<file path="config.mk">
export PLATFORM = sky130hd
export DESIGN_NAME = isr_top
export DESIGN_NICKNAME = d
export VERILOG_FILES = /design/src/core/isr_top.v
export VERILOG_INCLUDE_DIRS = /design/src /design/src/core
export SDC_FILE = /design/constraint.sdc
export NUM_CORES = 1
export LEC_CHECK = 0
export BUFFER_PORTS_ARGS = -buffer_cell sky130_fd_sc_hd__buf_2
export CORE_MARGIN = 4
export CORE_UTILIZATION = 40
export CTS_CLUSTER_DIAMETER = 200
export DETAILED_ROUTE_END_ITERATION = 12
export PLACE_DENSITY = 0.56
export RECOVER_POWER = 25
export SLEW_MARGIN = 15
export SYNTH_ARGS = -nofsm -noshare
export SYNTH_HDL_FRONTEND = slang
export SYNTH_SLANG_ARGS = --single-unit
</file>
<file path="constraint.sdc">
create_clock -name sys_clk -period 5.3 [get_ports sys_clk]
set_input_delay 0.265 -clock sys_clk [delete_from_list [all_inputs] [get_ports sys_clk]]
set_output_delay 0.265 -clock sys_clk [all_outputs]
set_load 0.005 [all_outputs]
</file>
<file path="src/core/isr_map.vh">
// Purpose: constants for the instrument status reporting block
// Assumes: included by isr_top.v
// Notes: register selectors are local choices
`ifndef ISR_MAP_VH
`define ISR_MAP_VH
`define ISR_SEL_QLIVE 4'h0
`define ISR_SEL_QEVT 4'h1
`define ISR_SEL_QMASK 4'h2
`define ISR_SEL_OLIVE 4'h3
`define ISR_SEL_OEVT 4'h4
`define ISR_SEL_OMASK 4'h5
`define ISR_SEL_STB 4'h6
`define ISR_SEL_SEVT 4'h7
`define ISR_SEL_SMASK 4'h8
`define ISR_SEL_SRMASK 4'h9
`define ISR_SEL_ERRQ 4'ha
`define ISR_Q_VOLT 0
`define ISR_Q_CURR 1
`define ISR_Q_OVP 9
`define ISR_Q_USED 16'h0203
`define ISR_STB_ERRQ 2
`define ISR_STB_DOUBT 3
`define ISR_STB_RESP 4
`define ISR_STB_SEVT 5
`define ISR_STB_RQS 6
`define ISR_STB_ACT 7
`define ISR_SEV_OPC 0
`define ISR_SEV_QYE 2
`define ISR_SEV_DDE 3
`define ISR_SEV_EXE 4
`define ISR_SEV_CME 5
`define ISR_SEV_BTN 6
`define ISR_SEV_PON 7
`define ISR_SEV_USED 8'hfd
`define ISR_ERR_OVERFLOW 16'hfea2
`define ISR_ERR_NONE 16'h0000
`define ISR_ZERO16 16'h0000
`define ISR_ZERO8 8'h00
`define ISR_QDEPTH 8
`define ISR_QPTRW 3
`endif

</file>
<file path="src/core/isr_top.v">
// Purpose: status byte, event groups, masks, service request, error queue
// Assumes: command decoding done elsewhere; single sys_clk domain
// Notes: register reads answer one cycle after the read strobe
// Operation
// - two groups, each with live, latched and mask 16-bit registers
// - live bits follow conditions, read-only, no latching
// - event bit sets on rising condition, holds until read or clear
// - doubtful bits 0 voltage, 1 current, 9 overvoltage; rest zero
// - reading doubtful live register changes nothing
// - reading doubtful event register returns then clears it
// - activity group present but never driven; stays zero
// - status byte field placement, bits 0 and 1 zero
// - bit 2 high while error queue holds entries
// - bit 3 doubtful summary, bit 7 activity summary
// - bit 4 high while unread response data waits
// - bit 6 service request, readable by poll or query
// - standard event bit 0 sets when pending operations finish
// - standard event bit assignments, bit 1 always zero
// - reading standard event register returns then clears it
// - summary is OR of event bits ANDed with enables
// - standard event mask gates status byte bit 5, writable, readable
// - doubtful mask gates doubtful summary, writable, readable
// - service request mask selects status bits requesting service
// - output queue cleared when new message follows terminator
// - error queue FIFO, one per read, overflow records code and blocks
// - entries carry standard negative codes
// - enabled status bit drives service request line
`timescale 1ns/10ps
`default_nettype none
`include "isr_map.vh"
module isr_top (
    input wire sys_clk,
    input wire reset,
    input wire volt_cond,
    input wire curr_cond,
    input wire ovp_cond,
    input wire opc_armed,
    input wire ops_idle,
    input wire ev_query_err,
    input wire ev_device_err,
    input wire ev_exec_err,
    input wire ev_parse_err,
    input wire local_button,
    input wire power_up_pulse,
    input wire clear_status,
    input wire resp_push,
    input wire resp_pull,
    input wire msg_after_term,
    input wire err_push,
    input wire [15:0] err_code,
    input wire reg_rd,
    input wire reg_wr,
    input wire [3:0] reg_sel,
    input wire [15:0] reg_wdata,
    output reg [15:0] reg_rdata,
    output reg reg_rvalid,
    output reg service_request,
    output reg [7:0] summary_status_byte
);
    // ------------------------------------------------------------
    // pin synchronisers
    // ------------------------------------------------------------
    reg [9:0] sync_a;
    reg [9:0] sync_b;
    wire [9:0] pins = {power_up_pulse, local_button, ev_parse_err, ev_exec_err,
        ev_device_err, ev_query_err, ops_idle, curr_cond, ovp_cond, volt_cond};
    always @(posedge sys_clk) begin
        if (reset) begin
            sync_a <= 10'h000;
            sync_b <= 10'h000;
        end else begin
            sync_a <= pins;
            sync_b <= sync_a;
        end
    end
    reg [9:0] sync_d;
    always @(posedge sys_clk) begin
        if (reset)
            sync_d <= 10'h000;
        else
            sync_d <= sync_b;
    end
    wire [9:0] rise = sync_b & ~sync_d;

    function summ16;
        input [15:0] ev;
        input [15:0] en;
        begin
            summ16 = |(ev & en);
        end
    endfunction

    // ------------------------------------------------------------
    // doubtful and activity groups
    // ------------------------------------------------------------
    // live state follows
    wire [15:0] doubtful_live = {6'h00, sync_b[1], 7'h00, sync_b[2], sync_b[0]};
    wire [15:0] doubtful_prev = {6'h00, sync_d[1], 7'h00, sync_d[2], sync_d[0]};
    wire [15:0] activity_live = `ISR_ZERO16;
    reg [15:0] doubtful_event_flags;
    reg [15:0] doubtful_mask;
    reg [15:0] activity_event_flags;
    reg [15:0] activity_mask;
    wire rd_qevt = reg_rd && (reg_sel == `ISR_SEL_QEVT);
    wire rd_oevt = reg_rd && (reg_sel == `ISR_SEL_OEVT);
    wire rd_sevt = reg_rd && (reg_sel == `ISR_SEL_SEVT);
    wire rd_errq = reg_rd && (reg_sel == `ISR_SEL_ERRQ);
    wire [15:0] q_rise = doubtful_live & ~doubtful_prev & `ISR_Q_USED;
    always @(posedge sys_clk) begin
        if (reset) begin
            doubtful_event_flags <= `ISR_ZERO16;
            activity_event_flags <= `ISR_ZERO16;
        end else begin
            if (clear_status || rd_qevt)
                doubtful_event_flags <= q_rise;
            else
                doubtful_event_flags <= doubtful_event_flags | q_rise;
            activity_event_flags <= (clear_status || rd_oevt) ? `ISR_ZERO16 :
                (activity_event_flags | activity_live);
        end
    end
    always @(posedge sys_clk) begin
        if (reset) begin
            doubtful_mask <= `ISR_ZERO16;
            activity_mask <= `ISR_ZERO16;
        end else if (reg_wr) begin
            if (reg_sel == `ISR_SEL_QMASK)
                doubtful_mask <= reg_wdata;
            if (reg_sel == `ISR_SEL_OMASK)
                activity_mask <= reg_wdata;
        end
    end

    // ------------------------------------------------------------
    // standard events
    // ------------------------------------------------------------
    reg [7:0] standard_event_flags;
    reg [7:0] standard_event_mask;
    reg [7:0] service_request_mask;
    reg opc_wait;
    wire opc_done = opc_wait && sync_b[3];
    wire [7:0] sev_set = {rise[9], rise[8], rise[7], rise[6], rise[5], rise[4],
        1'b0, opc_done};
    always @(posedge sys_clk) begin
        if (reset)
            opc_wait <= 1'b0;
        else if (opc_armed)
            opc_wait <= 1'b1;
        else if (opc_done)
            opc_wait <= 1'b0;
    end
    always @(posedge sys_clk) begin
        if (reset)
            standard_event_flags <= `ISR_ZERO8;
        // clear on read, new set kept
        else if (clear_status || rd_sevt)
            standard_event_flags <= sev_set & `ISR_SEV_USED;
        else
            standard_event_flags <= (standard_event_flags | sev_set) & `ISR_SEV_USED;
    end
    always @(posedge sys_clk) begin
        if (reset) begin
            standard_event_mask <= `ISR_ZERO8;
            service_request_mask <= `ISR_ZERO8;
        end else if (reg_wr) begin
            if (reg_sel == `ISR_SEL_SMASK)
                standard_event_mask <= reg_wdata[7:0];
            if (reg_sel == `ISR_SEL_SRMASK)
                service_request_mask <= reg_wdata[7:0];
        end
    end

    // ------------------------------------------------------------
    // response pending
    // ------------------------------------------------------------
    reg [7:0] resp_count;
    always @(posedge sys_clk) begin
        if (reset)
            resp_count <= 8'h00;
        else if (msg_after_term)
            resp_count <= resp_push ? 8'h01 : 8'h00;
        else if (resp_push && !resp_pull && resp_count != 8'hff)
            resp_count <= resp_count + 8'h01;
        else if (resp_pull && !resp_push && resp_count != 8'h00)
            resp_count <= resp_count - 8'h01;
    end

    // ------------------------------------------------------------
    // error queue
    // ------------------------------------------------------------
    // depth fixed, last slot kept for overflow code
    reg [15:0] err_mem [0:`ISR_QDEPTH-1];
    reg [`ISR_QPTRW-1:0] wr_ptr;
    reg [`ISR_QPTRW-1:0] rd_ptr;
    reg [`ISR_QPTRW:0] err_count;
    reg err_blocked;
    wire q_empty = (err_count == 4'h0);
    wire do_pop = rd_errq && !q_empty;
    wire [`ISR_QPTRW:0] cnt_after = do_pop ? err_count - 4'h1 : err_count;
    wire room = (cnt_after < 4'h7);
    wire last = (cnt_after == 4'h7);
    wire do_push = err_push && !err_blocked && (room || last);
    wire [15:0] push_code = room ? err_code : `ISR_ERR_OVERFLOW;
    always @(posedge sys_clk) begin
        if (do_push)
            err_mem[wr_ptr] <= push_code;
    end
    always @(posedge sys_clk) begin
        if (reset || clear_status) begin
            wr_ptr <= 3'h0;
            rd_ptr <= 3'h0;
            err_count <= 4'h0;
            err_blocked <= 1'b0;
        end else begin
            if (do_push)
                wr_ptr <= wr_ptr + 3'h1;
            if (do_pop)
                rd_ptr <= rd_ptr + 3'h1;
            err_count <= cnt_after + (do_push ? 4'h1 : 4'h0);
            if (do_pop)
                err_blocked <= 1'b0;
            else if (do_push && !room)
                err_blocked <= 1'b1;
        end
    end

    // ------------------------------------------------------------
    // status byte and service request
    // ------------------------------------------------------------
    // masked OR summaries
    reg [7:0] next_stb;
    always @* begin
        next_stb = `ISR_ZERO8;
        next_stb[`ISR_STB_ACT] = summ16(activity_event_flags, activity_mask);
        next_stb[`ISR_STB_DOUBT] = summ16(doubtful_event_flags, doubtful_mask);
        next_stb[`ISR_STB_SEVT] = |(standard_event_flags & standard_event_mask);
        next_stb[`ISR_STB_RESP] = (resp_count != 8'h00);
        next_stb[`ISR_STB_ERRQ] = !q_empty;
        next_stb[`ISR_STB_RQS] = |(next_stb & service_request_mask & 8'hbf);
    end
    always @(posedge sys_clk) begin
        if (reset) begin
            summary_status_byte <= `ISR_ZERO8;
            service_request <= 1'b0;
        end else begin
            summary_status_byte <= next_stb;
            service_request <= next_stb[`ISR_STB_RQS];
        end
    end

    // ------------------------------------------------------------
    // register read port
    // ------------------------------------------------------------
    reg [15:0] next_rdata;
    always @* begin
        case (reg_sel)
            // live read has no side effect
            `ISR_SEL_QLIVE: next_rdata = doubtful_live;
            `ISR_SEL_QEVT: next_rdata = doubtful_event_flags;
            `ISR_SEL_QMASK: next_rdata = doubtful_mask;
            `ISR_SEL_OLIVE: next_rdata = activity_live;
            `ISR_SEL_OEVT: next_rdata = activity_event_flags;
            `ISR_SEL_OMASK: next_rdata = activity_mask;
            `ISR_SEL_STB: next_rdata = {8'h00, summary_status_byte};
            `ISR_SEL_SEVT: next_rdata = {8'h00, standard_event_flags};
            `ISR_SEL_SMASK: next_rdata = {8'h00, standard_event_mask};
            `ISR_SEL_SRMASK: next_rdata = {8'h00, service_request_mask};
            `ISR_SEL_ERRQ: next_rdata = q_empty ? `ISR_ERR_NONE : err_mem[rd_ptr];
            default: next_rdata = `ISR_ZERO16;
        endcase
    end
    always @(posedge sys_clk) begin
        if (reset) begin
            reg_rdata <= `ISR_ZERO16;
            reg_rvalid <= 1'b0;
        end else begin
            reg_rvalid <= reg_rd;
            if (reg_rd)
                reg_rdata <= next_rdata;
        end
    end
endmodule // isr_top
`default_nettype wire

</file>
# After elaboration in Yosys (flattened, before gate mapping)
# Memory sizes are Yosys's and may differ from the RTL's. A register that Yosys moved wholly into a read port is not among the register bits.
# Index checks and enable logic that the tools add are counted.
[classes] addsub=6 n_lt_le_gt_ge=1 eq_ne=10 n_mux=17 bitwise_logic=9 reduce_logical=35
[op_table] operator="$pmux W16 S9" n=1
[op_table] operator="$mux W16" n=2
[op_table] operator="$mux W8" n=4
[op_table] operator="$and A10 B10 Y10" n=2
[op_table] operator="$not A10 Y10" n=2
[op_table] operator="$and A16 B16 Y16" n=1
[op_table] operator="$eq A4 B3 Y1 const B" n=4
[op_table] operator="$or A16 B10 Y16" n=1
[op_table] operator="$reduce_or A16 Y1" n=1
[op_table] operator="$eq A4 B4 Y1 const B" n=3
[op_table] operator="$logic_and A1 B1 Y1" n=12
[op_table] operator="$mux W10" n=1
[op_table] operator="$add A8 B1 Y8 const B" n=1
[op_table] operator="$and A6 B8 Y8" n=1
[op_table] operator="$and A8 B8 Y8" n=1
[op_table] operator="$logic_not A4 Y1" n=2
[op_table] operator="$ne A8 B8 Y1 const B" n=1
[op_table] operator="$or A8 B8 Y8" n=1
[op_table] operator="$reduce_and A2 Y1" n=4
[op_table] operator="$reduce_bool A8 Y1" n=1
[op_table] operator="$reduce_or A8 Y1" n=1
[op_table] operator="$sub A8 B1 Y8 const B" n=1
[op_table] operator="$reduce_or A7 Y1" n=1
[op_table] operator="$add A3 B1 Y3 const B" n=2
[op_table] operator="other kinds (13)" n=27
[totals] reg_bits=147 mem_bits_rw=128 input_bits=56 out_inout_bits=26 wordCells=100 memories=1
[memory_table] memory="err_mem" words=8 word_bits=16 read_ports=1 rd_clocked_by_memory_dff=1 write_ports=1 line_no="isr_top.v:192" source="reg [15:0] err_mem [0:`ISR_QDEPTH-1];"

# Logic depth before layout (Yosys ltp)
# Gate-level depths: netlist of run 1.
[logic_depth] word_depth=9 ltp_mapped=11 mapped_depth_nobuf=10

# Worst setup path before layout of run 1
# No wires, ideal clock.
[synth_path] kind="input port to flip-flop" startpoint="in reg_sel[2]" endpoint="mem err_mem[1][0], enable pin" setup_ns=0.436 t_arrival_ns=3.005 t_required_ns=4.864 setup_slack_ns=1.858 stages=5 n_path_buf=1 path_cell_list="buf_2 -> and4bb_2 -> a311oi_1 -> nand2_1 -> nor4b_1"
[synth_between] elab_chain_cells=9 word_cells_on_any_way=10 classes_between="1 x order compare; 2 x eq/ne; 3 x mux; 4 x reduce/logical"
[synth_rtl] item="start: declaration" line_no="isr_top.v:53" source="input wire [3:0] reg_sel,"
[synth_rtl] item="$eq A4 B4 Y1 *"
[synth_rtl] item="$logic_and A1 B1 Y1 *" line_no="isr_top.v:107" source="wire rd_errq = reg_rd && (reg_sel == `ISR_SEL_ERRQ);"
[synth_rtl] item="$logic_and A1 B1 Y1 *" line_no="isr_top.v:198" source="wire do_pop = rd_errq && !q_empty;"
[synth_rtl] item="$mux W4 *" line_no="isr_top.v:199" source="wire [`ISR_QPTRW:0] cnt_after = do_pop ? err_count - 4'h1 : err_count;"
[synth_rtl] item="$lt A4 B3 Y1 / $eq A4 B3 Y1 (equally long branches)" line_no="isr_top.v:200, isr_top.v:201"
[synth_rtl] item="$logic_or A1 B1 Y1 *" line_no="isr_top.v:202" source="wire do_push = err_push && !err_blocked && (room || last);"
[synth_rtl] item="$logic_and A1 B1 Y1 *" line_no="isr_top.v:202"
[synth_rtl] item="$mux W1 *" line_no="isr_top.v:205" source="if (do_push)"
[synth_rtl] item="$mux W1 (not written as such) *" line_no="isr_top.v:206" source="err_mem[wr_ptr] <= push_code;"
[synth_rtl] item="end: declaration" line_no="isr_top.v:192"
# Every way passes the cells marked *; elsewhere a longest branch is shown, timed or not.

# Worst setup path after layout of run 1
[layout_path] startpoint="in reg_sel[1]" endpoint="mem err_mem[4][9], data pin"
[layout_between] elab_chain_cells=6
[layout_rtl] item="$eq A4 B4 Y1"
[layout_rtl] item="$logic_and A1 B1 Y1" line_no="isr_top.v:107"
[layout_rtl] item="$logic_and A1 B1 Y1" line_no="isr_top.v:198"
[layout_rtl] item="$mux W4" line_no="isr_top.v:199"
[layout_rtl] item="$lt A4 B3 Y1" line_no="isr_top.v:200" source="wire room = (cnt_after < 4'h7);"
[layout_rtl] item="$mux W16 (no line)"
[layout_rtl] item="via push_code[9]" line_no="isr_top.v:203" source="wire [15:0] push_code = room ? err_code : `ISR_ERR_OVERFLOW;"
# The timed path passes the listed nets, and every way through them passes these cells.

==> metrics, run 1 <==
status=finished with violations; violated checks=capacitance limit, slew limit; crit path cell chain=clkbuf_1 -> nor3b_1 -> nand3_1 -> xnor2_1 -> o21ai_2 -> nand3b_1; P_leak=0.00434 uW; Finished Cell Area=12400 sq um; die area=29100 sq um; Hold Fails Final Rpt=0; drt initial violations=565; Yosys reg bits=260; sequential fraction of the synthesis area=0.613; H-tree depth=1; worst skew pair latency=0.52 ns; clk slew on worst S/H paths=0.06 ns; Startpoint Class=primary input; worst ir drop on vdd=0.191 mV; # IOs=82; DIE HEIGHT=171 um; slowest stage delay, CP=0.71 ns; Sw Share=0.209; routed wire length=25.1 mm; Tcrit/Tclk final=0.576; Avg WL per Cell=19.5 um; crit path capture type=flip-flop; Worst Path Class, Setup=primary input to flip-flop; initial antenna violation count=1; clk buf depth=3; first drt pass iteration count=5; worst reg-to-reg path cell count=7; maxcap violations=1; drt via density=5.38; synthesized area=10600 sq um; Post-synth ARST share=0; number of unique standard cell types used by synthesis=66; Congestion Overflow GR=0; internal power=3430 uW; root buf cell=clkbuf_16; total CTS buffers=26; sequential power share=0.499; vias in the first global route=6714; Post-route DRC=0; Setup crit end=err_mem[4][9]$_DFFE_PP_; Final setup viols=0; Combinational Power Share=0.054; PostCTS Resize Cnt=0; RSZ-0062 raised after global routing=false; gpl congestion=0.796; crit-path max FO=23; post-DP HPWL=16.5 mm; Fin Clk Skew=0.00917 ns; FF-to-FF End=err_mem[4][9]$_DFFE_PP_; Initial Util=0.406; Slew Limit Fails=48; Die W=171 um; R2R Setup Slk=2.29 ns; CTS sink cnt=260; Detail Route Antenna Nets=0; synth warn=0; diode count=0; worst hold slack=0.00839 ns; via count=6931; Design Power=4340 uW; cts hold-fix bufs=17; post-layout minimum cycle time=3.05 ns; Fin Setup TNS=0 ns; layout cell share with drive strength beyond 1=0.180; fmax=327 MHz; placeable core area=26100 sq um; Cell Rows=59; Post-CTS Setup Inserts=0; Clk pwr share=0.447; TritonCTS clock tree=done; largest net degree at the start of global routing=53; Area Growth Syn to Fin=16.9%; Hold Crit Class=primary input to flip-flop; critical path's slowest cell=clkbuf_1; number of port buffers=78; Global Route Usage Sum=0.171; relative slew slack=-0.417; Psw=910 uW; EDFF count, synth=128; CP startpoint=reg_sel[1]; CP required=5.46 ns; Post-Syn Instances=844; Critical R2R Launch=err_count[0]$_SDFF_PP0_; Pwr Density=351 nW/um^2; Tightest Pin Transition=2.13 ns; final-stage net count=1001; Post-Syn Area per Cell=12.5 sq um; global-route wire length before repair=38.8 mm; placed instance area=11300 sq um; Synth Flop Type=dfxtp_1; Worst Path Arrival=3.21 ns
## how the worst min path moves through the flow
stage | from | end | slack (ns) | depth (start not counted)
after detailed placement | sync_a[5]$_SDFF_PP0_ | sync_b[5]$_SDFF_PP0_ | 0.43 | 1
final | reg_wdata[8] | activity_mask[8]$_SDFFE_PP0P_ | 0.008 | 3
after global placement | sync_a[4]$_SDFF_PP0_ | sync_b[4]$_SDFF_PP0_ | 0.42 | 1
after floorplan | reset | sync_d[0]$_SDFF_PP0_ | 0.35 | 1
after global routing | reg_wdata[2] | activity_mask[2]$_SDFFE_PP0P_ | 0.006 | 3
after CTS | reg_wdata[8] | activity_mask[8]$_SDFFE_PP0P_ | 0.0004 | 3
## metal layers
| layer | track usage | up-vias | part of all wire |
|---|---|---|---|
| met5 | 0 | - | 0.00080 |
| met4 | 0.0313 | 2 | 0.012 |
| met3 | 0.0289 | 24 | 0.055 |
| met2 | 0.275 | 191 | 0.47 |
| met1 | 0.248 | 3408 | 0.46 |
| li1 | - | 3306 | - |
## cell type report
cell class              count  area (sq um)
clock buffers              38           767
repair buffers            111           654
inverters                  22          82.6
clock inverters            10           153
well taps                 335           419
multi-input cells         512          3810
flip-flops and latches    260          6490
fillers                  2342         13700
## synth_stat cells, types with 11 or more instances
cell type,instances,area share
nor2b_1,38,0.022
mux2i_1,40,0.038
dfxtp_1,132,0.25
nand2_1,75,0.027
a22o_1,17,0.014
o21ai_0,12,0.0057
mux4_2,32,0.068
clkbuf_1,32,0.011
inv_1,22,0.0078
a21oi_1,49,0.023
edfxtp_1,128,0.36
a22oi_1,12,0.0085
ha_1,11,0.013
nor2_1,59,0.021
nand3_1,29,0.014
## cells in the final DEF (no fill, tap or decap), types with 7 or more instances in the layout
| cell | instances |
|---|---|
| a21oi_1 | 49 |
| a22o_1 | 17 |
| a22oi_1 | 12 |
| and2_1 | 8 |
| and3_1 | 9 |
| buf_2 | 57 |
| buf_4 | 16 |
| clkbuf_1 | 27 |
| clkbuf_16 | 27 |
| dfxtp_1 | 131 |
| dlygate4sd3_1 | 17 |
| edfxtp_1 | 128 |
| ha_1 | 11 |
| inv_1 | 22 |
| mux2i_1 | 40 |
| mux4_2 | 32 |
| nand2_1 | 75 |
| nand2b_1 | 9 |
| nand3_1 | 29 |
| nand3b_1 | 10 |
| nor2_1 | 59 |
| nor2b_1 | 38 |
| o21ai_0 | 12 |
| o221a_2 | 7 |
## per-stage QoR
stage               worst slack [ns]   util  std cells
floorplan                       1.86      -        846
CTS                             2.29  0.476       1288
global route                    1.81  0.475       1288
finish                          2.25  0.475       1288
detailed placement              2.18  0.434       1223
global placement                2.20  0.434       1223
## power by group through the flow
| stage | Clock [uW] | Combinational [uW] | Sequential (uW) |
|---|---|---|---|
| after floorplan | 0 | 152 | 2200 |
| after global placement | 0 | 226 | 2210 |
| after detailed placement | 0 | 228 | 2210 |
| after CTS | 1980 | 239 | 2170 |
| after global routing | 2080 | 264 | 2170 |
| final | 1940 | 236 | 2170 |
## cell families after synthesis
kind of cell,share of synthesized area
buffers and inverters,0.0305
other,0.000354
AND/OR/NAND/NOR,0.127
flip-flops,0.613
multiplexers,0.112
XOR/XNOR,0.00745
AO/OA/AOI/OAI,0.0960
adder cells (fa/ha/maj),0.0149
## registers in the layout (all words and copies together) (netlist names), named ones only
name and count:
resp_count 8, activity_mask 16, err_mem 128, reg_rdata 16
err_count 4, wr_ptr 3, standard_event_mask 8, opc_wait 1
reg_rvalid 1, service_request 1, doubtful_event_flags 3, sync_d 9
sync_a 10, err_blocked 1, sync_b 10, summary_status_byte 4
rd_ptr 3, service_request_mask 8, standard_event_flags 7, doubtful_mask 16
## worst max-delay path, delay by kind of cell
kind	cells	cell delay [ns]
AOI/OAI and AO/OA	1	0.43
xor gates and xnor gates	1	0.31
buffers and inverters	1	0.71
and+or+nand+nor	3	1.48
Note: power is estimated with default switching activity, not from simulation.
==> run 2, diff against run 1 <==
==> constraint.sdc (replaced) <==
create_clock -name sys_clk -period 3.1 [get_ports sys_clk]
set_input_delay 0.155 -clock sys_clk [delete_from_list [all_inputs] [get_ports sys_clk]]
set_output_delay 0.155 -clock sys_clk [all_outputs]
set_load 0.005 [all_outputs]
==> run 2 against run 1 <==
- clock power is 72% higher
- sequential power increased by 71%
- wire length up 1.9%
- worst hold slack improved by 0.073 ns
- critical endpoint is now err_count[2]$_SDFF_PP0_
- the flow now finishes without violations
- combinational power rose by 81%
- largest cell class unchanged
==> metrics, run 2 (synthesis results as in run 1) <==
Final setup viols=0 (unchanged); crit-path max FO=7 (-70%); Combinational Power Share=0.057 (+0.003); Startpoint Class=flip-flop; first drt pass iteration count=5 (unchanged); Clk pwr share=0.447 (about the same); worst reg-to-reg path cell count=8 (+1); root buf cell=clkbuf_16; Global Route Usage Sum=0.175 (+0.00390); Largest Register=err_mem; drt via density=5.26 (-2.3%); clk buf depth=3 (unchanged); clk slew on worst S/H paths=0.06 ns (about the same); total CTS buffers=28 (+7.7%); maxcap violations=0 (-1); Non-Filler Instances=1325 (+2.9%); Post-route DRC=0 (unchanged); crit path buf inv count=1 (unchanged); Hold Fails Final Rpt=0 (unchanged); sequential power share=0.496 (-0.003); Avg WL per Cell=19.3 um (-0.95%); FF-to-FF End=err_count[2]$_SDFF_PP0_; max FFs per register=128 (unchanged); Detail Route Antenna Nets=0 (unchanged); commonest non-fill, non-tap cell in the layout=dfxtp_1; worst ir drop on vdd=0.267 mV (+40%); Fill cells=2355 (+0.56%); status=completed; Fin Clk Skew=0.0166 ns (+0.00740 ns); global-route wire length before repair=39.8 mm (+2.6%); R2R Setup Slk=0.69 ns (-1.60 ns); Slew Limit Fails=0 (-100%); RSZ-0062 raised after global routing=false; Critical R2R Launch=err_count[2]$_SDFF_PP0_; DIE HEIGHT=171 um (unchanged); vias in the first global route=6945 (+3.4%); diode count=0 (unchanged); initial antenna violation count=1 (unchanged); worst skew pair latency=0.54 ns (+0.02 ns); Post-CTS Setup Inserts=0 (unchanged); placeable core area=26100 sq um (unchanged); drt initial violations=494 (-13%); number of port buffers=78 (unchanged); Die W=171 um (unchanged); critical hold path startpoint=err_code[12]; Worst Path Class, Setup=flip-flop to flip-flop; Tcrit/Tclk final=0.779; post-layout minimum cycle time=2.41 ns; die area=29100 sq um (unchanged); largest net degree at the start of global routing=50 (-5.7%); Pwr Density=588 nW/um^2 (+67%); TritonCTS clock tree=done; crit path cell chain=nor4b_1 -> a311oi_1 -> nand2_1 -> inv_1 -> ha_1 -> ha_1 -> xnor2_1 -> nor2_1; Initial Util=0.406 (unchanged); Psw=1610 uW (+77%); layout cell share with drive strength beyond 1=0.194 (+0.0135); Top cell by count, worst path=ha_1; Worst Path Arrival=2.83 ns (-0.38 ns); CP delay by family, top=simple AND/OR/NAND/NOR gates; # IOs=82 (unchanged); Congestion Overflow GR=0 (unchanged); slowest stage delay, CP=0.56 ns (-0.15 ns); Sw Share=0.216 (+0.00650); P_leak=0.00451 uW (+3.8%); Design Power=7470 uW (+72%); post-DP HPWL=17.1 mm (+3.2%); Finished Cell Area=12700 sq um (+2.7%); crit path capture type=flip-flop; H-tree depth=1 (unchanged); Worst Hold End=err_mem[7][12]$_DFFE_PP_; Layout Utilization=0.488 (+0.0130); hold path cells=2 (-1); relative slew slack=0.339 (+0.756); placed instance area=11500 sq um (+1.3%); critical path's slowest cell=nor4b_1; gpl congestion=0.837 (+5.1%); Hold Crit Class=primary input to flip-flop; Tightest Pin Transition=0.991 ns (-1.13 ns); routed wire length=25.5 mm (+1.9%); DP Cell Count=1239 (+1.3%); internal power=5860 uW (+71%); Fin Setup TNS=0 ns (unchanged); Cell Rows=59 (unchanged); fmax=414 MHz; via count=6968 (+0.53%); Area Growth Syn to Fin=20.1%; CTS sink cnt=260 (unchanged); final-stage net count=1036 (+3.5%); most frequent cells in the layout=dfxtp_1, edfxtp_1, nand2_1; CP required=3.52 ns (-1.94 ns)
## run 2: per-layer routing
layer / up-vias / GRT usage / wire length (um)
li1: 3384 / - / -
met1: 3363 / 0.254 / 11900
met2: 186 / 0.275 / 11800
met3: 33 / 0.0289 / 1360
met4: 2 / 0.0434 / 469
met5: - / 0 / 7
## run 2: per-stage QoR
step	setup slack, ns	hold slack (ns)
global placement	0.733	0.359
detailed placement	0.675	0.369
global route	0.409	0.0949
CTS	0.689	0.0713
finish	0.687	0.0816
floorplan	0.244	0.238
## run 2: cell type report
class | count | area [sq um] | area share
Clock inverter | 14 | 156 | 0.0123
Clock buffer | 38 | 779 | 0.0613
Inverter | 22 | 82.6 | 0.00649
Sequential cell | 260 | 6490 | 0.510
Tap cell | 335 | 419 | 0.0330
Multi-Input combinational cell | 512 | 3830 | 0.301
Timing Repair Buffer | 144 | 958 | 0.0754
## run 2: worst max-delay path by stage
stage,from,end,slack (ns),cells past startpoint
final,err_count[2]$_SDFF_PP0_,err_count[2]$_SDFF_PP0_,0.69,8
after global routing,resp_count[7]$_SDFFE_PP0P_,resp_count[7]$_SDFFE_PP0P_,0.41,9
after CTS,err_count[0]$_SDFF_PP0_,err_mem[2][10]$_DFFE_PP_,0.69,8
after detailed placement,reg_sel[2],err_mem[1][4]$_DFFE_PP_,0.68,6
after global placement,err_count[0]$_SDFF_PP0_,err_mem[5][11]$_DFFE_PP_,0.73,8
after floorplan,err_count[0]$_SDFF_PP0_,err_mem[2][0]$_DFFE_PP_,0.24,6
## run 2: power groups by stage
| stage | registers (uW) | logic (uW) | clock network, uW |
|---|---|---|---|
| 6_report | 3700 | 427 | 3340 |
| 5_1_grt | 3710 | 476 | 3560 |
| 4_1_cts | 3700 | 433 | 3420 |
| 3_5_place_dp | 3780 | 400 | 0 |
| 3_3_place_gp | 3780 | 398 | 0 |
| 2_1_floorplan | 3770 | 261 | 0 |
## run 2: repair_timing
item                      4_1_cts  5_1_grt
hold buffers                   34        0
resized for setup               0        0
hold endpoints to repair       64        0
